[config.mk]
export PLATFORM = sky130hd
export DESIGN_NAME = tcs_top
export DESIGN_NICKNAME = d
export VERILOG_FILES = /design/src/tcs_sar_adc.sv /design/src/tcs_top.sv
export SDC_FILE = /design/constraint.sdc
export NUM_CORES = 1
export LEC_CHECK = 0
export BUFFER_PORTS_ARGS = -buffer_cell sky130_fd_sc_hd__buf_2
export CELL_PAD_IN_SITES_DETAIL_PLACEMENT = 1
export CELL_PAD_IN_SITES_GLOBAL_PLACEMENT = 2
export CORE_ASPECT_RATIO = 0.9
export CORE_MARGIN = 2
export CORE_UTILIZATION = 34
export DETAILED_ROUTE_END_ITERATION = 7
export GPL_TIMING_DRIVEN = 1
export PLACE_DENSITY_LB_ADDON = 0.1
export SYNTH_ARGS = -nofsm -noshare
export SYNTH_HDL_FRONTEND = slang
export SYNTH_SLANG_ARGS = --single-unit
[constraint.sdc]
create_clock -name aclk -period 3.1 [get_ports aclk]
set_clock_uncertainty 0.15 [all_clocks]
set_input_delay 0.93 -clock aclk [delete_from_list [all_inputs] [get_ports aclk]]
set_output_delay 0.93 -clock aclk [all_outputs]
set_load 0.01 [all_outputs]
[src/tcs_sar_adc.sv]
// Package of shared constants and the 12-bit successive approximation engine
`timescale 1ns/1ps
package tcs_pkg;
  localparam int unsigned CLK_PERIOD_NS = 100;
  localparam int unsigned SETTLE_NS     = 1000000;
  localparam int unsigned POINT_BASE    = 35716;
  localparam int          CNT_W         = 21;
  localparam int          RATE_SHIFT    = 12;
  localparam int          COORD_W       = 12;
  localparam int          REG_W         = 8;
  localparam int          AXI_AW        = 8;
  localparam logic [CNT_W-1:0] SETTLE_CYC =
    CNT_W'((SETTLE_NS + CLK_PERIOD_NS - 1) / CLK_PERIOD_NS);
  localparam logic [CNT_W-1:0] POINT_BASE_CYC = CNT_W'(POINT_BASE);
  localparam logic [3:0] IDX_XLO  = 4'h0;
  localparam logic [3:0] IDX_XHI  = 4'h1;
  localparam logic [3:0] IDX_YLO  = 4'h2;
  localparam logic [3:0] IDX_YHI  = 4'h3;
  localparam logic [3:0] IDX_CTRL = 4'h6;
  localparam logic [3:0] IDX_RATE = 4'h7;
  localparam logic [3:0] IDX_STAT = 4'h8;
  localparam logic [3:0] IDX_IEN  = 4'h9;
  localparam logic [3:0] IDX_ICLR = 4'hA;
  localparam int CTRL_TCHG = 0;
  localparam int CTRL_CDONE = 1;
  localparam int CTRL_PERIODIC = 2;
  localparam int EV_TCHG = 0;
  localparam int EV_CDONE = 1;
  localparam logic [REG_W-1:0] RATE_RST = 8'h20;
  localparam logic [1:0] IEN_RST = 2'h3;
  localparam logic [1:0] RESP_OKAY = 2'h0;
  localparam logic [1:0] RESP_SLVERR = 2'h2;
  localparam logic [1:0] SAR_WAIT = 2'h3;
  localparam logic [3:0] SAR_TOP = 4'hB;
  typedef struct packed {
    logic [3:0] lvl;
    logic [3:0] drv;
    logic       sense_y;
  } tcs_plates_t;
  typedef struct packed {
    logic [COORD_W-1:0] x;
    logic [COORD_W-1:0] y;
  } tcs_point_t;
  // Plate order in lvl and drv: x_plate_high, x_plate_low, y_plate_high,
  // y_plate_low
  localparam tcs_plates_t PL_OFF  = '{4'h0, 4'h0, 1'b0};
  localparam tcs_plates_t PL_WAIT = '{4'h3, 4'h3, 1'b0};
  localparam tcs_plates_t PL_X    = '{4'h8, 4'hC, 1'b1};
  localparam tcs_plates_t PL_Y    = '{4'h2, 4'h3, 1'b0};
endpackage

module tcs_sar_adc (
  input  wire logic                        aclk,
  input  wire logic                        aresetn,
  input  wire logic                        ce,
  input  wire logic                        start,
  input  wire logic                        cmp,
  output logic [tcs_pkg::COORD_W-1:0]      dac_q,
  output logic [tcs_pkg::COORD_W-1:0]      code_q,
  output logic                             done_q
);
  import tcs_pkg::*;
  logic               busy_q, busy_d, done_d;
  logic [3:0]         bit_q, bit_d;
  logic [1:0]         wait_q, wait_d;
  logic [COORD_W-1:0] acc, dac_d, code_d;

  // Binary search keeps codes monotonic with every value reachable
  always_comb begin
    busy_d = busy_q;
    bit_d  = bit_q;
    wait_d = wait_q;
    dac_d  = dac_q;
    code_d = code_q;
    done_d = 1'b0;
    acc    = cmp ? dac_q : (dac_q & ~(COORD_W'(1) << bit_q));
    if (start) begin
      busy_d = 1'b1;
      bit_d  = SAR_TOP;
      wait_d = SAR_WAIT;
      dac_d  = COORD_W'(1) << SAR_TOP;
    end else if (busy_q) begin
      if (wait_q != 2'h0) begin
        wait_d = wait_q - 2'h1;
      end else if (bit_q == 4'h0) begin
        busy_d = 1'b0;
        code_d = acc;
        done_d = 1'b1;
      end else begin
        bit_d  = bit_q - 4'h1;
        wait_d = SAR_WAIT;
        dac_d  = acc | (COORD_W'(1) << (bit_q - 4'h1));
      end
    end
  end

  always_ff @(posedge aclk) begin
    if (!aresetn) begin
      busy_q <= 1'b0;
      bit_q  <= 4'h0;
      wait_q <= 2'h0;
      dac_q  <= '0;
      code_q <= '0;
      done_q <= 1'b0;
    end else if (ce) begin
      busy_q <= busy_d;
      bit_q  <= bit_d;
      wait_q <= wait_d;
      dac_q  <= dac_d;
      code_q <= code_d;
      done_q <= done_d;
    end
  end
endmodule // tcs_sar_adc

[src/tcs_top.sv]
// Touch conversion sequencer with AXI4-Lite register port
// Contract
// - A conversion cycle starts no sooner than 1 ms after the touch alert.
// - With the clock stopped a touch still sets contact low and irq high.
// - Results stay invalid after a clock restart until a second full cycle ends.
// - X and Y are converted to 12 bits at a rate set by control and rate.
// - Codes are ratiometric with full screen voltage at code 4095.
// - Codes rise monotonically and every code can be reached.
// - Any register read clears the interrupt unless one is being set.
// - A point takes 35716 plus 4096 times the rate count clock cycles.
// - Reset clears X, control and loads the rate count with 32.
// - Writing zero to control clears any pending interrupt.
`timescale 1ns/1ps
module tcs_top #(
  parameter logic [tcs_pkg::CNT_W-1:0] SETTLE_CYC = tcs_pkg::SETTLE_CYC,
  parameter logic [tcs_pkg::CNT_W-1:0] POINT_BASE = tcs_pkg::POINT_BASE_CYC
) (
  input  wire logic                        aclk,
  input  wire logic                        aresetn,
  input  wire logic                        ce,
  input  wire logic [tcs_pkg::AXI_AW-1:0]  awaddr,
  input  wire logic                        awvalid,
  output logic                             awready,
  input  wire logic [31:0]                 wdata,
  input  wire logic [3:0]                  wstrb,
  input  wire logic                        wvalid,
  output logic                             wready,
  output logic [1:0]                       bresp,
  output logic                             bvalid,
  input  wire logic                        bready,
  input  wire logic [tcs_pkg::AXI_AW-1:0]  araddr,
  input  wire logic                        arvalid,
  output logic                             arready,
  output logic [31:0]                      rdata,
  output logic [1:0]                       rresp,
  output logic                             rvalid,
  input  wire logic                        rready,
  input  wire logic                        touch_in,
  input  wire logic                        adc_cmp,
  output tcs_pkg::tcs_plates_t             plates,
  output logic [tcs_pkg::COORD_W-1:0]      dac_code,
  output logic                             touch_n,
  output logic                             irq
);
  import tcs_pkg::*;
  typedef enum logic [2:0] {S_IDLE, S_SETTLE, S_CONV_X, S_CONV_Y, S_PERIOD}
    tcs_state_t;

  tcs_state_t         st_q, st_d;
  logic [CNT_W-1:0]   cnt_q, cnt_d, period_len;
  tcs_point_t         pt_q, pt_d;
  logic [COORD_W-1:0] xs_q, xs_d, sar_code;
  tcs_plates_t        pl_q, pl_d;
  logic fresh_q, fresh_d, valid_q, valid_d, ce_q;
  logic sar_start, sar_done, cdone_evt, rel_evt, run;
  logic touch_m_q, touch_s_q, touch_p_q, cmp_m_q, cmp_s_q;
  logic [1:0] stat_q, stat_d, ien_q, ien_d, evt;
  logic irq_q, press_evt, rd_clr, zero_wr, clr_wr;
  logic [REG_W-1:0] ctrl_q, ctrl_d, rate_q, rate_d, rd_val;
  logic [AXI_AW-1:0] aw_q, aw_d;
  logic [REG_W-1:0] wd_q, wd_d;
  logic aw_have_q, aw_have_d, w_have_q, w_have_d, ws_q, ws_d;
  logic awready_q, wready_q, bvalid_q, bvalid_d, arready_q, arready_d;
  logic rvalid_q, rvalid_d, do_wr, rd_ok;
  logic [1:0] bresp_q, bresp_d, rresp_q, rresp_d;
  logic [31:0] rdata_q, rdata_d;
  logic [3:0] widx, ridx;

  assign awready = awready_q;
  assign wready  = wready_q;
  assign bvalid  = bvalid_q;
  assign bresp   = bresp_q;
  assign arready = arready_q;
  assign rvalid  = rvalid_q;
  assign rdata   = rdata_q;
  assign rresp   = rresp_q;
  assign plates  = pl_q;
  assign irq     = irq_q;

  tcs_sar_adc u_sar (
    .aclk    (aclk),
    .aresetn (aresetn),
    .ce      (ce),
    .start   (sar_start),
    .cmp     (cmp_s_q),
    .dac_q   (dac_code),
    .code_q  (sar_code),
    .done_q  (sar_done)
  );

  // Sequencer
  assign run = (ctrl_q != '0) && ctrl_q[CTRL_PERIODIC];
  assign period_len = POINT_BASE + (CNT_W'(rate_q) << RATE_SHIFT);
  always_comb begin
    st_d = st_q;
    cnt_d = cnt_q + CNT_W'(1);
    pt_d = pt_q;
    xs_d = xs_q;
    pl_d = pl_q;
    fresh_d = fresh_q;
    valid_d = valid_q;
    sar_start = 1'b0;
    cdone_evt = 1'b0;
    rel_evt = 1'b0;
    if (ce && !ce_q) begin
      fresh_d = 1'b0;
      valid_d = 1'b0;
    end
    unique case (st_q)
      S_IDLE: begin
        cnt_d = '0;
        pl_d = (ctrl_q != '0) ? PL_WAIT : PL_OFF;
        if (run && touch_s_q) st_d = S_SETTLE;
      end
      S_SETTLE: begin
        if (cnt_q >= SETTLE_CYC - CNT_W'(1)) begin
          st_d = S_CONV_X;
          cnt_d = '0;
          sar_start = 1'b1;
          pl_d = PL_X;
        end
      end
      S_CONV_X: begin
        if (sar_done) begin
          xs_d = sar_code;
          st_d = S_CONV_Y;
          sar_start = 1'b1;
          pl_d = PL_Y;
        end
      end
      S_CONV_Y: begin
        if (sar_done) begin
          pt_d = '{xs_q, sar_code};
          cdone_evt = 1'b1;
          valid_d = fresh_q;
          fresh_d = 1'b1;
          st_d = S_PERIOD;
          pl_d = PL_WAIT;
        end
      end
      S_PERIOD: begin
        if (cnt_q >= period_len - CNT_W'(1)) begin
          cnt_d = '0;
          if (touch_s_q) begin
            st_d = S_CONV_X;
            sar_start = 1'b1;
            pl_d = PL_X;
          end else begin
            st_d = S_IDLE;
            rel_evt = 1'b1;
          end
        end
      end
      default: st_d = S_IDLE;
    endcase
    if (!run) begin
      st_d = S_IDLE;
      sar_start = 1'b0;
      pl_d = (ctrl_q != '0) ? PL_WAIT : PL_OFF;
    end
  end

  always_ff @(posedge aclk) begin
    if (!aresetn) begin
      st_q <= S_IDLE;
      cnt_q <= '0;
      pt_q <= '0;
      xs_q <= '0;
      pl_q <= PL_OFF;
      fresh_q <= 1'b0;
      valid_q <= 1'b0;
    end else if (ce) begin
      st_q <= st_d;
      cnt_q <= cnt_d;
      pt_q <= pt_d;
      xs_q <= xs_d;
      pl_q <= pl_d;
      fresh_q <= fresh_d;
      valid_q <= valid_d;
    end
  end

  // Touch detection and interrupt run even with the clock enable low
  assign press_evt = touch_s_q && !touch_p_q && st_q == S_IDLE;
  assign evt[EV_TCHG] = ctrl_q[CTRL_TCHG] && (press_evt || (ce && rel_evt));
  assign evt[EV_CDONE] = ctrl_q[CTRL_CDONE] && ce && cdone_evt;
  always_comb begin
    stat_d = stat_q;
    if (rd_clr || zero_wr) stat_d = '0;
    if (clr_wr) stat_d = stat_d & ~wd_q[1:0];
    stat_d = stat_d | evt;
  end

  always_ff @(posedge aclk) begin
    if (!aresetn) begin
      touch_m_q <= 1'b0;
      touch_s_q <= 1'b0;
      touch_p_q <= 1'b0;
      cmp_m_q <= 1'b0;
      cmp_s_q <= 1'b0;
      ce_q <= 1'b1;
      stat_q <= '0;
      irq_q <= 1'b0;
      touch_n <= 1'b1;
    end else begin
      touch_m_q <= touch_in;
      touch_s_q <= touch_m_q;
      touch_p_q <= touch_s_q;
      cmp_m_q <= adc_cmp;
      cmp_s_q <= cmp_m_q;
      ce_q <= ce;
      stat_q <= stat_d;
      irq_q <= |(stat_d & ien_q);
      touch_n <= !touch_s_q;
    end
  end

  // AXI4-Lite slave, one write and one read in flight
  assign widx = aw_q[5:2];
  assign ridx = araddr[5:2];
  assign rd_ok = araddr[7:6] == 2'h0 && ridx <= IDX_ICLR;
  assign do_wr = ce && aw_have_q && w_have_q && !bvalid_q;
  assign rd_clr = ce && arvalid && arready_q;
  assign zero_wr = do_wr && ws_q && widx == IDX_CTRL && wd_q == '0;
  assign clr_wr = do_wr && ws_q && widx == IDX_ICLR;
  always_comb begin
    unique case (ridx)
      IDX_XLO: rd_val = pt_q.x[7:0];
      IDX_XHI: rd_val = {4'h0, pt_q.x[11:8]};
      IDX_YLO: rd_val = pt_q.y[7:0];
      IDX_YHI: rd_val = {4'h0, pt_q.y[11:8]};
      IDX_CTRL: rd_val = ctrl_q;
      IDX_RATE: rd_val = rate_q;
      IDX_STAT: rd_val = {1'b0, st_q != S_IDLE, valid_q, touch_s_q, 2'h0,
                          stat_q};
      IDX_IEN: rd_val = {6'h00, ien_q};
      default: rd_val = '0;
    endcase
  end
  always_comb begin
    aw_d = aw_q;
    wd_d = wd_q;
    ws_d = ws_q;
    aw_have_d = aw_have_q;
    w_have_d = w_have_q;
    bvalid_d = bvalid_q && !bready;
    bresp_d = bresp_q;
    ctrl_d = ctrl_q;
    rate_d = rate_q;
    ien_d = ien_q;
    if (awvalid && awready_q) begin
      aw_d = awaddr;
      aw_have_d = 1'b1;
    end
    if (wvalid && wready_q) begin
      wd_d = wdata[REG_W-1:0];
      ws_d = wstrb[0];
      w_have_d = 1'b1;
    end
    if (do_wr) begin
      aw_have_d = 1'b0;
      w_have_d = 1'b0;
      bvalid_d = 1'b1;
      bresp_d = (aw_q[7:6] == 2'h0 && widx <= IDX_ICLR) ? RESP_OKAY
                                                          : RESP_SLVERR;
      if (ws_q && aw_q[7:6] == 2'h0) begin
        if (widx == IDX_CTRL) ctrl_d = wd_q;
        if (widx == IDX_RATE) rate_d = wd_q;
        if (widx == IDX_IEN) ien_d = wd_q[1:0];
      end
    end
    rvalid_d = rvalid_q && !rready;
    arready_d = arready_q || (rvalid_q && rready);
    rdata_d = rdata_q;
    rresp_d = rresp_q;
    if (arvalid && arready_q) begin
      arready_d = 1'b0;
      rvalid_d = 1'b1;
      rdata_d = {24'h000000, rd_ok ? rd_val : 8'h00};
      rresp_d = rd_ok ? RESP_OKAY : RESP_SLVERR;
    end
  end

  always_ff @(posedge aclk) begin
    if (!aresetn) begin
      aw_q <= '0;
      wd_q <= '0;
      ws_q <= 1'b0;
      aw_have_q <= 1'b0;
      w_have_q <= 1'b0;
      awready_q <= 1'b1;
      wready_q <= 1'b1;
      bvalid_q <= 1'b0;
      bresp_q <= RESP_OKAY;
      arready_q <= 1'b1;
      rvalid_q <= 1'b0;
      rdata_q <= '0;
      rresp_q <= RESP_OKAY;
      ctrl_q <= '0;
      rate_q <= RATE_RST;
      ien_q <= IEN_RST;
    end else if (ce) begin
      aw_q <= aw_d;
      wd_q <= wd_d;
      ws_q <= ws_d;
      aw_have_q <= aw_have_d;
      w_have_q <= w_have_d;
      awready_q <= !aw_have_d;
      wready_q <= !w_have_d;
      bvalid_q <= bvalid_d;
      bresp_q <= bresp_d;
      arready_q <= arready_d;
      rvalid_q <= rvalid_d;
      rdata_q <= rdata_d;
      rresp_q <= rresp_d;
      ctrl_q <= ctrl_d;
      rate_q <= rate_d;
      ien_q <= ien_d;
    end
  end

  chk_settle_min: assert property (@(posedge aclk) disable iff (!aresetn)
    (ce && st_q == S_SETTLE && st_d == S_CONV_X) |-> cnt_q >= SETTLE_CYC - 1)
    else $error("conversion began before settle time");
  chk_touch_pin: assert property (@(posedge aclk) disable iff (!aresetn)
    (touch_s_q && !ce) |=> !touch_n)
    else $error("contact output not low on touch");
  chk_restart_inv: assert property (@(posedge aclk) disable iff (!aresetn)
    (ce && !ce_q) |=> !valid_q)
    else $error("valid flag survived clock restart");
  chk_irq_level: assert property (@(posedge aclk) disable iff (!aresetn)
    (rd_clr && evt == '0 && !clr_wr) |=> stat_q == '0 && !irq_q)
    else $error("read did not clear interrupt");
  chk_period_len: assert property (@(posedge aclk) disable iff (!aresetn)
    (ce && st_q == S_PERIOD && st_d != S_PERIOD && run) |->
      cnt_q == period_len - 1)
    else $error("point period wrong");
  chk_reset_vals: assert property (@(posedge aclk)
    $rose(aresetn) |-> ctrl_q == '0 && rate_q == RATE_RST && pt_q.x == '0)
    else $error("reset values wrong");
  chk_zero_ctrl: assert property (@(posedge aclk) disable iff (!aresetn)
    (zero_wr && evt == '0) |=> stat_q == '0)
    else $error("zero control write kept interrupt");
  chk_xy_order: assert property (@(posedge aclk) disable iff (!aresetn)
    (ce && cdone_evt) |-> st_q == S_CONV_Y ##1 pt_q.y == $past(sar_code))
    else $error("completion before both coordinates stored");
  chk_release_idle: assert property (@(posedge aclk) disable iff (!aresetn)
    (ce && rel_evt && run && ctrl_q[CTRL_TCHG]) |=> st_q == S_IDLE &&
      stat_q[EV_TCHG])
    else $error("release not flagged");
endmodule // tcs_top

=== Yosys cells after proc, flatten, opt, wreduce, memory -nomap -nowiden ===
Index checks and enable logic that the tools add are counted.

* $add $sub $neg: 5
* Shift-type cells: 2
* Eq/ne operators: 25
* Reduce and logical (&&, ||, !) cells: 63
* $lt $le $gt $ge: 4
* Multiplexer cells: 69
* Bitwise operators: 9

{| class="wikitable"
|+ Operators by type and width
! operator !! count
|-
| 8-bit case mux with 8 select lines || 1
|-
| 21-bit case mux with 3 select lines || 1
|-
| 12-bit two-way mux || 5
|-
| 9-bit two-way mux || 6
|-
| 9-bit case mux with 5 select lines || 1
|-
| 21-bit two-way mux || 2
|-
| 1-bit two-way mux || 30
|-
| 1-bit logical AND || 27
|-
| 1-bit by 4-bit << shifter with 12-bit output (first input constant) || 2
|-
| 16-bit by 20-bit adder with 21-bit output (first input constant) || 1
|-
| 21-bit by 1-bit adder with 21-bit output (second input constant) || 1
|-
| 21-bit by 14-bit >= comparator with 1-bit output (second input constant) || 1
|-
| 21-bit >= comparator || 1
|-
| 21-bit by 1-bit subtractor with 21-bit output (second input constant) || 1
|-
| 2-bit two-way mux || 9
|-
| 3-bit two-way mux || 6
|-
| 4-bit by 3-bit equality test with 1-bit output (second input constant) || 4
|-
| 4-bit equality test (second input constant) || 4
|-
| 4-bit two-way mux || 4
|-
| 4-bit AND reduction || 4
|-
| 3-bit case mux with 5 select lines || 1
|-
| 12-bit bitwise AND || 1
|-
| 3-bit != test (second input constant) || 4
|-
| 12-bit NOT || 1
|-
| other kinds (34) || 59
|}

* Input port bits: 62
* Bits in registers: 167
* Output and inout port bits: 64
* Word-level logic and storage cells: 218

=== Logic depth before layout (Yosys ltp) ===
Gate-level depths: netlist of run 1.

* Depth after elaboration: 13
* Gate-level depth with buffers: 12
* Mapped depth without buffers: 11

=== Hierarchy ===
A second synthesis of run 1 with hierarchy kept.

* Cell total of the unflattened synthesis: 911
* Area total of the unflattened synthesis: 7,664.9 µm²

{| class="wikitable"
|+ By module, submodules not included
! module !! times used !! cells an instance !! area each (µm²) !! sequential area each (µm²)
|-
| tcs_top || 1 || 725 || 6,143.4 || 2,502.4
|-
| tcs_sar_adc || 1 || 186 || 1,521.5 || 640.6
|}

=== Least setup slack after synthesis of run 1 ===
OpenSTA, ideal clock, no wires.

* Path kind: register -> register
* From: reg rate_q[3]
* To: reg u_sar.dac_q[4] in the netlist's numbering
* Required time: 2.820 ns
* Setup slack: 0.336 ns
* Buffers on the path: 1
* Arrival time: 2.484 ns
* Stages on the path, launching flop included: 13
* Cell sequence: dfxtp_1 > ha_1 > nand3_1 > xor2_1 > ha_1 > nand4_1 > a211oi_1 > o21ai_0 > a21oi_1 > a21oi_1 > clkbuf_1 > a21oi_1 > o22ai_1

* Cells in the longest elaborated chain, start to end: 8

{| class="wikitable"
|+ Ends and longest elaborated chain
! what !! RTL line !! RTL
|-
| start, declared || tcs_top.sv:59 || <nowiki>logic [REG_W-1:0] ctrl_q, ctrl_d, rate_q, rate_d, rd_val;</nowiki>
|-
| start signal, assigned || tcs_top.sv:317 || <nowiki>rate_q <= rate_d;</nowiki>
|-
| 16-bit by 20-bit adder with 21-bit output (*) || tcs_top.sv:93 || <nowiki>assign period_len = POINT_BASE + (CNT_W'(rate_q) << RATE_SHIFT);</nowiki>
|-
| 21-bit by 1-bit subtractor with 21-bit output (*) || tcs_top.sv:142 || <nowiki>if (cnt_q >= period_len - CNT_W'(1)) begin</nowiki>
|-
| 21-bit >= comparator (*) || tcs_top.sv:142 ||
|-
| 1-bit two-way mux (*) || tcs_top.sv:142 ||
|-
| 1-bit case mux with 3 select lines (*) || tcs_top.sv:109 || <nowiki>unique case (st_q)</nowiki>
|-
| 1-bit two-way mux (*) || tcs_top.sv:156 || <nowiki>if (!run) begin</nowiki>
|-
| 2-bit != test (no line) / 2-bit nonzero test (equally long branches) || -- ||
|-
| 4-bit AND reduction (no line) || -- ||
|-
| end signal, assigned || tcs_sar_adc.sv:102 || <nowiki>dac_q <= '0;</nowiki>
|-
| end signal, assigned || tcs_sar_adc.sv:109 || <nowiki>dac_q <= dac_d;</nowiki>
|-
| end, declared || tcs_sar_adc.sv:58 || <nowiki>output logic [tcs_pkg::COORD_W-1:0] dac_q,</nowiki>
|}

Mark *: on every way between the ends. The rest lies on a longest branch, timed or not.
A chain may end at the register's enable or synchronous reset.

=== Final worst setup path of run 1 ===
* From: reg rate_q[4]
* To: reg u_sar.code_q[10] in the netlist's numbering

* Cells in the longest elaborated chain, start to end: 8

{| class="wikitable"
|+ Ends and longest elaborated chain
! what !! RTL line !! RTL
|-
| 16-bit by 20-bit adder with 21-bit output || tcs_top.sv:93 ||
|-
| 21-bit by 1-bit subtractor with 21-bit output || tcs_top.sv:142 ||
|-
| 21-bit >= comparator || tcs_top.sv:142 ||
|-
| 1-bit two-way mux || tcs_top.sv:142 ||
|-
| 1-bit case mux with 3 select lines || tcs_top.sv:109 ||
|-
| 1-bit two-way mux || tcs_top.sv:156 ||
|-
| 1-bit NOT (no line) || -- ||
|-
| 5-bit AND reduction (no line) || -- ||
|-
| end signal, assigned || tcs_sar_adc.sv:110 || <nowiki>code_q <= code_d;</nowiki>
|-
| end, declared || tcs_sar_adc.sv:59 || <nowiki>output logic [tcs_pkg::COORD_W-1:0] code_q,</nowiki>
|}

No other way between the ends.

==> impl_metrics.py, run 1 <==
metrics = {
    "power": {
        "seq_power_share": 0.486,
        "ir_worst_vdd_mv": 0.2588,
        "finalPower_w": 0.004240,
        "power.density_mw_per_mm2": 474.2,
        "comb_power_share": 0.049,
        "p_clk_frac": 0.465,
        "p_switching_w": 0.001083,
        "switching_share": 0.2554,
        "p_int_w": 0.003157,
        "p_leak_nw": 3.392,
    },
    "run_status": {
        "outcome": "finished clean",
    },
    "logic_synthesis": {
        "yosysWarnings": 0,
        "ys_ff_latch": 157,
        "async_flop_share": 0,
        "syn_area_per_cell_um2": 8.403,
        "synth_edf_count": 0,
        "synth_top_flop_cell": "dfxtp_1",
        "postSynthCellCount": 909,
        "netlist_area_mm2": 0.007639,
        "ys_seq_area_frac": 0.4115,
        "synth_cell_types": 60,
    },
    "die": {
        "initial_core_util": 0.3433,
        "die_area_mm2": 0.02368,
        "die_y_um": 146.2,
        "std_cell_rows": 52,
        "core_mm2": 0.02225,
        "io_pins": 126,
        "die_width_um": 162.0,
    },
    "clock_network": {
        "numCtsBuffers": 17,
        "cts_hold_buf": 0,
        "htreeDepth": 4,
        "path_clk_slew_ns": 0.07,
        "cts_root_buf": "clkbuf_16",
        "numClockSinks": 157,
        "ctsLongestPathBuffers": 2,
        "cts_tree": "yes",
        "insertion_delay_ns": 0.43,
    },
    "grt": {
        "grt_pass1_vias": 6502,
        "antenna_found_initial": 0,
        "grt_max_degree": 64,
        "grt_usage": 0.1874,
        "overflow": 0,
        "grt_first_pass_wirelength_um": 35140,
    },
    "critical_path": {
        "worstSetupPathType": "flip-flop to flip-flop",
        "cp-end-kind": "flip-flop",
        "worstPathRequired_ns": 3.26,
        "worstReg2RegEnd": "u_sar.code_q[10]$_SDFFE_PN0P_",
        "reg2reg_slack_ns": 0.16,
        "cp_max_fo": 11,
        "crit_path_start_kind": "flip-flop",
        "regToRegStartpoint": "rate_q[4]$_SDFFE_PN0P_",
        "r2r_cells": 14,
        "cp.arrival_ns": 3.10,
    },
    "sta": {
        "setup_viol": 0,
        "final_max_slew_viol_count": 0,
        "hold_violations": 0,
        "period_minus_slack_ns": 2.939,
        "finalWorstSetupSlack_ns": 0.1605,
        "relSlewSlack": 0.5815,
        "fmax_ghz": 0.3402,
        "fin_crit_sh": 0.9482,
        "worst-slew-pin-transition_ns": 0.6277,
    },
    "drt": {
        "vias": 6656,
        "vias_per_cell": 5.160,
        "first_pass_iters": 4,
        "drt-initial-drc-count": 274,
        "antenna_left": 0,
        "drt-wirelength-per-cell_um": 17.14,
        "wl_um": 22110,
        "drc": 0,
    },
    "worst_hold_path": {
        "hold_depth": 1,
        "min_to": "cmp_s_q$_SDFF_PN0_",
        "hp-class": "flip-flop to flip-flop",
        "worstHoldStart": "cmp_m_q$_SDFF_PN0_",
    },
    "placed_design": {
        "place_area_mm2": 0.008309,
        "place_ws_ns": -0.1686,
        "dp_hpwl_um": 16070,
        "port_buffers": 67,
        "globalplace.congestion": 0.7722,
    },
    "final_layout": {
        "nets": 1060,
        "seq_area_mm2": 0.003151,
        "area_delta_synth_final_pct": 17.05,
        "design_area_mm2": 0.008941,
        "fill_cells": 2725,
        "final_common_cell": "dfxtp_1",
        "layout_common_cells": "155 x dfxtp_1, 144 x nand2_1, 66 x buf_2",
        "multi_input_area_mm2": 0.004109,
        "layout-drive-gt1-share": 0.1611,
        "n_antenna_cell": 0,
    },
    "flow_run": {
        "drv_cap": 0,
    },
}
sequential cells by signal (all words and copies together), names as in the netlist, 4 cells and up:
name,cells
u_sar.code_q,12
wd_q,8
cnt_q,21
u_sar.dac_q,12
rdata,8
xs_q,12
ctrl_q,8
pt_q,24
aw_q,6
rate_q,8
u_sar.bit_q,4
synth_stat cells (all sizes together), types with 2 or more instances:
| cell type | instances | area share |
|---|---|---|
| a21boi | 44 | 0.043 |
| xnor2 | 6 | 0.0069 |
| dfxtp | 157 | 0.41 |
| and3 | 14 | 0.012 |
| o22ai | 14 | 0.011 |
| a22o | 3 | 0.0034 |
| xor2 | 13 | 0.015 |
| buf | 41 | 0.038 |
| o31ai | 2 | 0.0020 |
| a2111oi | 3 | 0.0034 |
| nand3 | 31 | 0.020 |
| a21oi | 36 | 0.024 |
| a211oi | 3 | 0.0029 |
| o21ai | 45 | 0.029 |
| inv | 21 | 0.010 |
| a2bb2oi | 2 | 0.0023 |
| ha | 18 | 0.029 |
| mux2 | 5 | 0.0074 |
| nand3b | 3 | 0.0029 |
| o2bb2ai | 2 | 0.0023 |
| mux2i | 43 | 0.056 |
| nor3b | 4 | 0.0039 |
| o211ai | 2 | 0.0020 |
| nor2b | 49 | 0.040 |
| nor3 | 12 | 0.0085 |
| nand2b | 4 | 0.0033 |
| a31oi | 12 | 0.0098 |
| nand4 | 18 | 0.015 |
| nor4b | 3 | 0.0034 |
| o311a | 3 | 0.0039 |
| nor4 | 7 | 0.0085 |
| o21a | 3 | 0.0029 |
| clkbuf | 41 | 0.020 |
| and2 | 12 | 0.0098 |
| nand2 | 144 | 0.071 |
| and4 | 2 | 0.0023 |
| a311oi | 2 | 0.0023 |
| nand4b | 3 | 0.0034 |
| a22oi | 15 | 0.015 |
| a21o | 4 | 0.0039 |
| nor2 | 53 | 0.026 |
layer usage:
metal  global-route usage  vias up  share of wire
met5                    0        -              0
li1                     -     3253              -
met1               0.2509     3299           0.48
met4              0.05000        0          0.011
met3              0.03551       20          0.027
met2               0.3100       84           0.48
cell families (layout without fill, tap and decap cells):
group           count (synthesis)  after routing  synth area share
compound gates                201            201            0.1712
buf+inv                       103            161           0.06863
xor+xnor                       19             19           0.02179
flops                         157            157            0.4115
simple gates                  362            362            0.2333
fa+ha+maj                      18             18           0.02948
other cells                     1             27         0.0004909
mux                            48             48           0.06372
worst max-delay path: stages (launching register included):
cell	delay (ns)
dfxtp_4	0.37
ha_2	0.18
nand3_1	0.09
xor2_1	0.16
ha_1	0.30
nand4_1	0.13
nor2_1	0.08
a211oi_2	0.22
buf_4	0.16
a21oi_2	0.08
buf_4	0.17
nor4_4	0.31
buf_4	0.20
clkbuf_16	0.14
o21ai_0	0.09
cell type report:
cell class / instances / share of cell area
Sequential cell: 157 / 0.3524
Timing Repair Buffer: 108 / 0.07697
Tap cell: 297 / 0.04156
Clock buffer: 19 / 0.04842
Clock inverter: 13 / 0.01231
Inverter: 21 / 0.008816
Multi-Input combinational cell: 675 / 0.4596
stage by stage:
step           TNS (ns)  cells  hold slack (ns)    util
2_1_floorplan         0    935           0.2619       -
3_3_place_gp   -0.09640   1254           0.2706  0.3734
3_5_place_dp    -0.6174   1254           0.2818  0.3734
4_1_cts         -0.2173   1286           0.2992  0.3983
5_1_grt         -0.1188   1290           0.3116  0.4018
6_report              0   1290           0.2920  0.4018
power groups by stage:
stage	Clock [W]	Sequential [W]	Combinational [W]
2_1_floorplan	0	0.00210	0.000155
3_3_place_gp	0	0.00211	0.000199
3_5_place_dp	0	0.00211	0.000205
4_1_cts	0.00203	0.00206	0.000206
5_1_grt	0.00213	0.00206	0.000230
6_report	0.00197	0.00206	0.000208
repair_timing:
item	4_1_cts	5_1_grt
pin swaps	1	3
setup endpoints to repair	17	57
buffers inserted	0	3
cloned	0	1
gates resized for setup	2	11
worst max-delay path by stage:
stage                            from                             to  slack (ns)
2_1_floorplan  rate_q[3]$_SDFFE_PN0P_    u_sar.dac_q[4]$_SDFFE_PN0P_        0.34
3_3_place_gp   rate_q[4]$_SDFFE_PN0P_    u_sar.bit_q[2]$_SDFFE_PN0P_        -0.1
3_5_place_dp   rate_q[4]$_SDFFE_PN0P_    u_sar.bit_q[2]$_SDFFE_PN0P_       -0.17
4_1_cts        rate_q[4]$_SDFFE_PN0P_         plates[2]$_SDFFE_PN0P_       -0.05
5_1_grt        rate_q[4]$_SDFFE_PN0P_   u_sar.code_q[1]$_SDFFE_PN0P_       -0.03
6_report       rate_q[4]$_SDFFE_PN0P_  u_sar.code_q[10]$_SDFFE_PN0P_        0.16
No activity file was read; power rests on OpenSTA's default activity.
==> inputs of run 2 (changes only) <==
==> constraint.sdc (replaced) <==
create_clock -name aclk -period 3.1 [get_ports aclk]
set_clock_uncertainty 0.15 [all_clocks]
set_input_delay 0.31 -clock aclk [delete_from_list [all_inputs] [get_ports aclk]]
set_output_delay 0.31 -clock aclk [all_outputs]
set_load 0.01 [all_outputs]
==> run 2 against run 1 <==
  * Global-route usage grew 0.34 points
  * Clock power grew 8%
  * Combinational power grew 7%
  * Worst setup slack lost 0.014 ns
  * Highest routed layer unchanged
  * Register-to-register slack is essentially flat
  * Sequential power is essentially flat
  * Maximum frequency shrank 0.49%
  * First-iteration DRC count grew 14%
  * Hold slack lost 0.28 ns
==> impl_metrics.py, run 2 (synthesized netlist as in run 1, its figures left out) <==
metrics = {
    "grt": {
        "antenna_found_initial": 0,
        "overflow": 0,
        "grt_pass1_vias": 6799,
        "grt_max_degree": 82,
        "grt_usage": 0.1909,
        "grt_first_pass_wirelength_um": 36110,
    },
    "placed_design": {
        "globalplace.congestion": 0.7880,
        "port_buffers": 67,
        "dp_hpwl_um": 15930,
        "placedCellCount": 1247,
        "place_ws_ns": -0.1462,
    },
    "die": {
        "die_width_um": 162.0,
        "io_pins": 126,
        "initial_core_util": 0.3433,
        "std_cell_rows": 52,
        "core_mm2": 0.02225,
        "die_y_um": 146.2,
        "die_area_mm2": 0.02368,
    },
    "drt": {
        "top_layer_used": "met4",
        "drt-met1-wl_um": 10770,
        "routed-wl-met2_um": 10760,
        "drc": 0,
        "first_pass_iters": 4,
        "vias": 6700,
        "antenna_left": 0,
        "drt-initial-drc-count": 311,
        "wl_um": 22380,
        "drt-wirelength-per-cell_um": 17.24,
        "vias_per_cell": 5.162,
        "wl_met3_um": 608,
    },
    "critical_path": {
        "cp-end-kind": "flip-flop",
        "cp.arrival_ns": 3.15,
        "crit_path_start_kind": "flip-flop",
        "cp_max_fo": 6,
        "crit_path_cell_trace": "nand3_1 -> xor2_1 -> ha_1 -> a21o_1 -> a21o_1 -> a211oi_2 -> buf_4 -> a21oi_2 -> buf_6 -> nor4_4 -> buf_6 -> clkbuf_16 -> nand4_1 -> o21ai_0",
        "critPathMaxStageDelay_ns": 0.37,
        "worstPathRequired_ns": 3.29,
        "cp_slowest_cell": "dfxtp_4",
        "worstSetupPathType": "flip-flop to flip-flop",
    },
    "sta": {
        "fin_crit_sh": 0.9529,
        "hold_violations": 0,
        "worst-slew-pin-transition_ns": 0.7630,
        "finalWorstSetupSlack_ns": 0.1461,
        "final_max_slew_viol_count": 0,
        "relSlewSlack": 0.4914,
        "setup_viol": 0,
        "fmax_ghz": 0.3385,
        "period_minus_slack_ns": 2.954,
    },
    "clock_network": {
        "insertion_delay_ns": 0.43,
        "cts_tree": "yes",
        "ctsLongestPathBuffers": 2,
        "numClockSinks": 157,
        "cts_root_buf": "clkbuf_16",
        "path_clk_slew_ns": 0.06,
        "numCtsBuffers": 17,
        "htreeDepth": 4,
    },
    "final_layout": {
        "top_regs": "pt_q: 24 flops, cnt_q: 21 flops",
        "n_antenna_cell": 0,
        "layout.cells.non_filler": 1298,
        "largest_reg_flops": 24,
        "regMostFlops": "pt_q",
        "final_common_cell": "dfxtp_1",
        "area_delta_synth_final_pct": 19.25,
        "layout-drive-gt1-share": 0.1508,
        "layout_common_cells": "155 x dfxtp_1, 144 x nand2_1, 66 x buf_2",
        "nets": 1069,
    },
    "power": {
        "power.density_mw_per_mm2": 484.0,
        "switching_share": 0.2457,
        "p_switching_w": 0.001083,
        "p_int_w": 0.003325,
        "comb_power_share": 0.051,
        "ir_worst_vdd_mv": 0.2728,
        "p_leak_nw": 3.454,
        "p_clk_frac": 0.482,
        "seq_power_share": 0.467,
    },
    "worst_hold_path": {
        "hp-class": "input pin to flip-flop",
    },
    "flow_run": {
        "drv_cap": 0,
    },
    "run_status": {
        "outcome": "finished clean",
    },
}
[run 2: cell types whose count changed in the layout (fill, tap and decap cells not counted), moves of 2 or more]
| cell | previous run | this run |
|---|---|---|
| bufinv_16 | 0 | 2 |
| o21ai_1 | 1 | 5 |
| buf_4 | 39 | 29 |
| clkbuf_1 | 2 | 0 |
| dlygate4sd3_1 | 0 | 17 |
| buf_6 | 0 | 2 |
| o21ai_0 | 43 | 40 |
[run 2: per-layer routing]
layer | GRT usage | up-vias
met2 | 0.3181 | 88
li1 | - | 3273
met4 | 0.04425 | 0
met5 | 0 | -
met1 | 0.2544 | 3327
met3 | 0.03892 | 12
[run 2: critical path: cells and delay by family, from the launching register on]
kind                       cells  cell delay [ns]
buffers and inverters          4             0.65
xor gates and xnor gates       1             0.16
AOI/OAI and AO/OA              5             0.79
and+or+nand+nor                3             0.44
adders and majority gates      1             0.30
DFF                            1             0.37
[run 2: through the flow]
step           setup TNS (ns)  hold WS, ns    util  cell area [um2]  total power (W)
2_1_floorplan               0       0.2619       -             7736         0.002256
3_3_place_gp         -0.02847       0.2720  0.3705             8244         0.002303
3_5_place_dp          -0.2178       0.2746  0.3705             8244         0.002310
4_1_cts                     0     0.002789  0.4049             9010         0.004462
5_1_grt              -0.01012      0.01055  0.4094             9109         0.004585
6_report                    0      0.01309  0.4094             9109         0.004408
[run 2: final cells by class]
| cell class | count | area, um2 |
|---|---|---|
| sequential | 157 | 3151 |
| fill | 2658 | 13140 |
| multi-input combinational | 675 | 4110 |
| inverter | 21 | 78.83 |
| tap | 297 | 371.6 |
| clock buffer | 17 | 425.4 |
| clock inverter | 14 | 161.4 |
| timing repair buffer | 117 | 810.8 |
[run 2: repair_timing]
item / 4_1_cts / 5_1_grt
setup buffers: 0 / 1
cloned: 0 / 2
resized for setup: 2 / 15
setup endpoints to repair: 12 / 52
pin swaps: 0 / 3
hold buffers: 17 / 0
endpoints found under the hold margin: 16 / 0
[run 2: power groups by stage]
stage	clock [W]	combinational, W	sequential, W
3_5_place_dp	0	0.000203	0.00211
4_1_cts	0.00218	0.000219	0.00206
3_3_place_gp	0	0.000196	0.00211
6_report	0.00212	0.000223	0.00206
5_1_grt	0.00228	0.000247	0.00206
2_1_floorplan	0	0.000155	0.00210
[run 2: worst paths after layout]
kind / slack [ns] / end / from / cells past startpoint
worst max-delay path: 0.15 / u_sar.code_q[7]$_SDFFE_PN0P_ / rate_q[3]$_SDFFE_PN0P_ / 14
worst min-delay path: 0.01 / wd_q[5]$_SDFFE_PN0P_ / wdata[5] / 3
worst max register to register: 0.15 / u_sar.code_q[7]$_SDFFE_PN0P_ / rate_q[3]$_SDFFE_PN0P_ / 14
worst min register to register: 0.29 / cmp_s_q$_SDFF_PN0_ / cmp_m_q$_SDFF_PN0_ / 1
==> inputs of run 3 (changes only) <==
--- a/config.mk
+++ b/config.mk
@@ -5,12 +5,13 @@
 export SDC_FILE = /design/constraint.sdc
 export NUM_CORES = 1
 export LEC_CHECK = 0
+export ABC_AREA = 1
 export BUFFER_PORTS_ARGS = -buffer_cell sky130_fd_sc_hd__buf_2
 export CELL_PAD_IN_SITES_DETAIL_PLACEMENT = 1
 export CELL_PAD_IN_SITES_GLOBAL_PLACEMENT = 2
 export CORE_ASPECT_RATIO = 0.9
 export CORE_MARGIN = 2
-export CORE_UTILIZATION = 34
+export CORE_UTILIZATION = 32
 export DETAILED_ROUTE_END_ITERATION = 7
 export GPL_TIMING_DRIVEN = 1
 export PLACE_DENSITY_LB_ADDON = 0.1
==> run 3 against run 2 <==
  * Final area down 2.3%
  * First-iteration DRC count is 6.8% lower
  * Utilization decreased by 3.2 points
  * Synthesized cell count grew 18%
  * Clock power up 4%
  * Cell count is 11% higher
  * Critical path type unchanged
==> impl_metrics.py, run 3 <==
metrics = {
    "run_status": {
        "outcome": "finished clean",
    },
    "sta": {
        "tns_ns": 0,
        "worst-slew-pin-transition_ns": 0.7006,
        "finalWorstSetupSlack_ns": 0.3002,
        "setup_viol": 0,
        "grt_setup_unrepaired": "no",
        "fin_crit_sh": 0.9032,
        "relSlewSlack": 0.5312,
        "final_max_slew_viol_count": 0,
        "whs_ns": 0.01032,
        "period_minus_slack_ns": 2.800,
        "fmax_ghz": 0.3572,
        "hold_violations": 0,
    },
    "clock_network": {
        "postCtsSetupBuffers": 0,
        "numClockSinks": 157,
        "htreeDepth": 4,
        "ctsLongestPathBuffers": 2,
        "cts_tree": "yes",
        "cts_resized": 0,
        "cts_hold_buf": 9,
        "cts_root_buf": "clkbuf_16",
        "insertion_delay_ns": 0.44,
        "numCtsBuffers": 17,
        "path_clk_slew_ns": 0.08,
    },
    "power": {
        "power.density_mw_per_mm2": 507.0,
        "ir_worst_vdd_mv": 0.3449,
        "finalPower_w": 0.004510,
        "p_leak_nw": 3.760,
    },
    "final_layout": {
        "nets": 1211,
        "final_common_cell": "nand2_1",
        "layout_common_cells": "167 x nand2_1, 157 x dfxtp_1, 136 x inv_1",
        "regMostFlops": "pt_q",
        "layout-drive-gt1-share": 0.1267,
        "largest_reg_flops": 24,
        "top_regs": "pt_q: 24 flops, cnt_q: 21 flops",
        "design_area_mm2": 0.008895,
        "n_antenna_cell": 0,
        "area_delta_synth_final_pct": 15.33,
    },
    "logic_synthesis": {
        "async_flop_share": 0,
        "synthTopCellsByArea": "dfxtp_1 41%, nand2_1 8.1%, a21oi_1 7.4%",
        "synth_top_family_by_area": "simple AND/OR/NAND/NOR gates",
        "ys_ff_latch": 157,
        "ys_seq_area_frac": 0.4075,
        "synthAdderAreaFrac": 0.02920,
        "synthXorXnorAreaFrac": 0.02612,
        "netlist_area_mm2": 0.007712,
        "synthMuxAreaShare": 0,
        "synth_top_flop_cell": "dfxtp_1",
        "synth.most_common_cell": "nand2_1",
        "synth_compound_area_frac": 0.1793,
        "yosys-top-cells-count": "167 x nand2_1, 157 x dfxtp_1, 136 x inv_1",
        "synth-simple-area-share": 0.2291,
        "syn_area_per_cell_um2": 7.201,
        "synth_cell_types": 47,
        "synth_top_cell_by_area": "dfxtp_1",
        "synth_edf_count": 0,
        "yosysTopAreaCellShare": 0.4075,
        "postSynthCellCount": 1071,
        "yosysWarnings": 0,
    },
    "drt": {
        "drt-wirelength-per-cell_um": 15.44,
        "drt-initial-drc-count": 290,
        "antenna_left": 0,
        "first_pass_iters": 4,
        "vias_per_cell": 4.813,
        "wl_um": 22330,
        "drc": 0,
        "vias": 6959,
    },
    "placed_design": {
        "port_buffers": 67,
        "globalplace.congestion": 0.7660,
        "place_ws_ns": 0.2739,
        "place_area_mm2": 0.008187,
        "dp_hpwl_um": 15970,
    },
    "grt": {
        "overflow": 0,
        "antenna_found_initial": 0,
        "grt_max_degree": 53,
        "grt_first_pass_wirelength_um": 36450,
        "grt_pass1_vias": 7015,
        "grt_usage": 0.1825,
    },
    "flow_run": {
        "drv_cap": 0,
    },
    "die": {
        "die_width_um": 167.6,
        "die_area_mm2": 0.02536,
        "die_y_um": 151.3,
        "io_pins": 126,
        "core_mm2": 0.02354,
        "initial_core_util": 0.3276,
        "std_cell_rows": 53,
    },
    "critical_path": {
        "worstPathRequired_ns": 3.32,
        "crit_path_start_kind": "flip-flop",
        "cp_max_fo": 24,
        "worstSetupPathType": "flip-flop to flip-flop",
        "cp.arrival_ns": 3.02,
        "cp-end-kind": "flip-flop",
    },
    "worst_hold_path": {
        "hp-class": "input pin to flip-flop",
    },
}
[run 3: stage by stage]
step | cells | util
floorplan | 1097 | -
global placement | 1405 | 0.3478
detailed placement | 1405 | 0.3478
CTS | 1446 | 0.3778
global route | 1446 | 0.3778
finish | 1446 | 0.3778
[run 3: layout make-up]
class                           count  area, um2
Sequential cell                   157       3143
Tap cell                          302      377.9
Clock buffer                       17      425.4
Inverter                          144      540.5
Multi-Input combinational cell    720       3677
Fill cell                        2981      14650
Timing Repair Buffer               91      538.0
Clock inverter                     15      192.7
[run 3: power by group]
part           switching (W)  total (W)  internal [W]  leakage, nW
clock network        0.00103    0.00220       0.00117        0.302
logic               0.000168   0.000244     0.0000756         2.19
registers          0.0000219    0.00207       0.00205         1.27
total                0.00122    0.00451       0.00329         3.76
[run 3: cell families (layout without fill, tap and decap cells)]
logic type	after synthesis	count (layout)
AO/OA/AOI/OAI	253	253
AND/OR/NAND/NOR	399	399
flip-flops	157	157
buffers and inverters	220	267
other	1	27
XOR/XNOR	23	23
adder cells (fa/ha/maj)	18	18
[run 3: metal layers]
| layer | track usage | vias up | share of wire |
|---|---|---|---|
| li1 | - | 3580 | - |
| met1 | 0.2432 | 3273 | 0.50 |
| met2 | 0.3039 | 86 | 0.46 |
| met3 | 0.03319 | 20 | 0.028 |
| met4 | 0.05217 | 0 | 0.012 |
| met5 | 0 | - | 0 |
[run 3: final timing paths]
kind                               start                           to  slack (ns)  cells past startpoint
hold / removal                    rready          rvalid$_SDFFE_PN0P_        0.01                      4
hold reg to reg       cmp_m_q$_SDFF_PN0_           cmp_s_q$_SDFF_PN0_        0.27                      2
setup / recovery  rate_q[3]$_SDFFE_PN0P_  u_sar.dac_q[4]$_SDFFE_PN0P_        0.30                     17
setup reg to reg  rate_q[3]$_SDFFE_PN0P_  u_sar.dac_q[4]$_SDFFE_PN0P_        0.30                     17
[run 3: critical path, stage by stage (launching register included)]
cell     delay, ns
dfxtp_1       0.39
ha_1          0.20
nand3_1       0.10
xor2_1        0.14
inv_1         0.05
ha_1          0.26
nand2_1       0.09
nor2_1        0.05
nor2_1        0.10
nand2_1       0.08
nor2_2        0.17
nand2_4       0.09
nand2_2       0.08
nand3_4       0.08
nand2_4       0.23
buf_4         0.22
nand3_1       0.07
a21oi_1       0.17
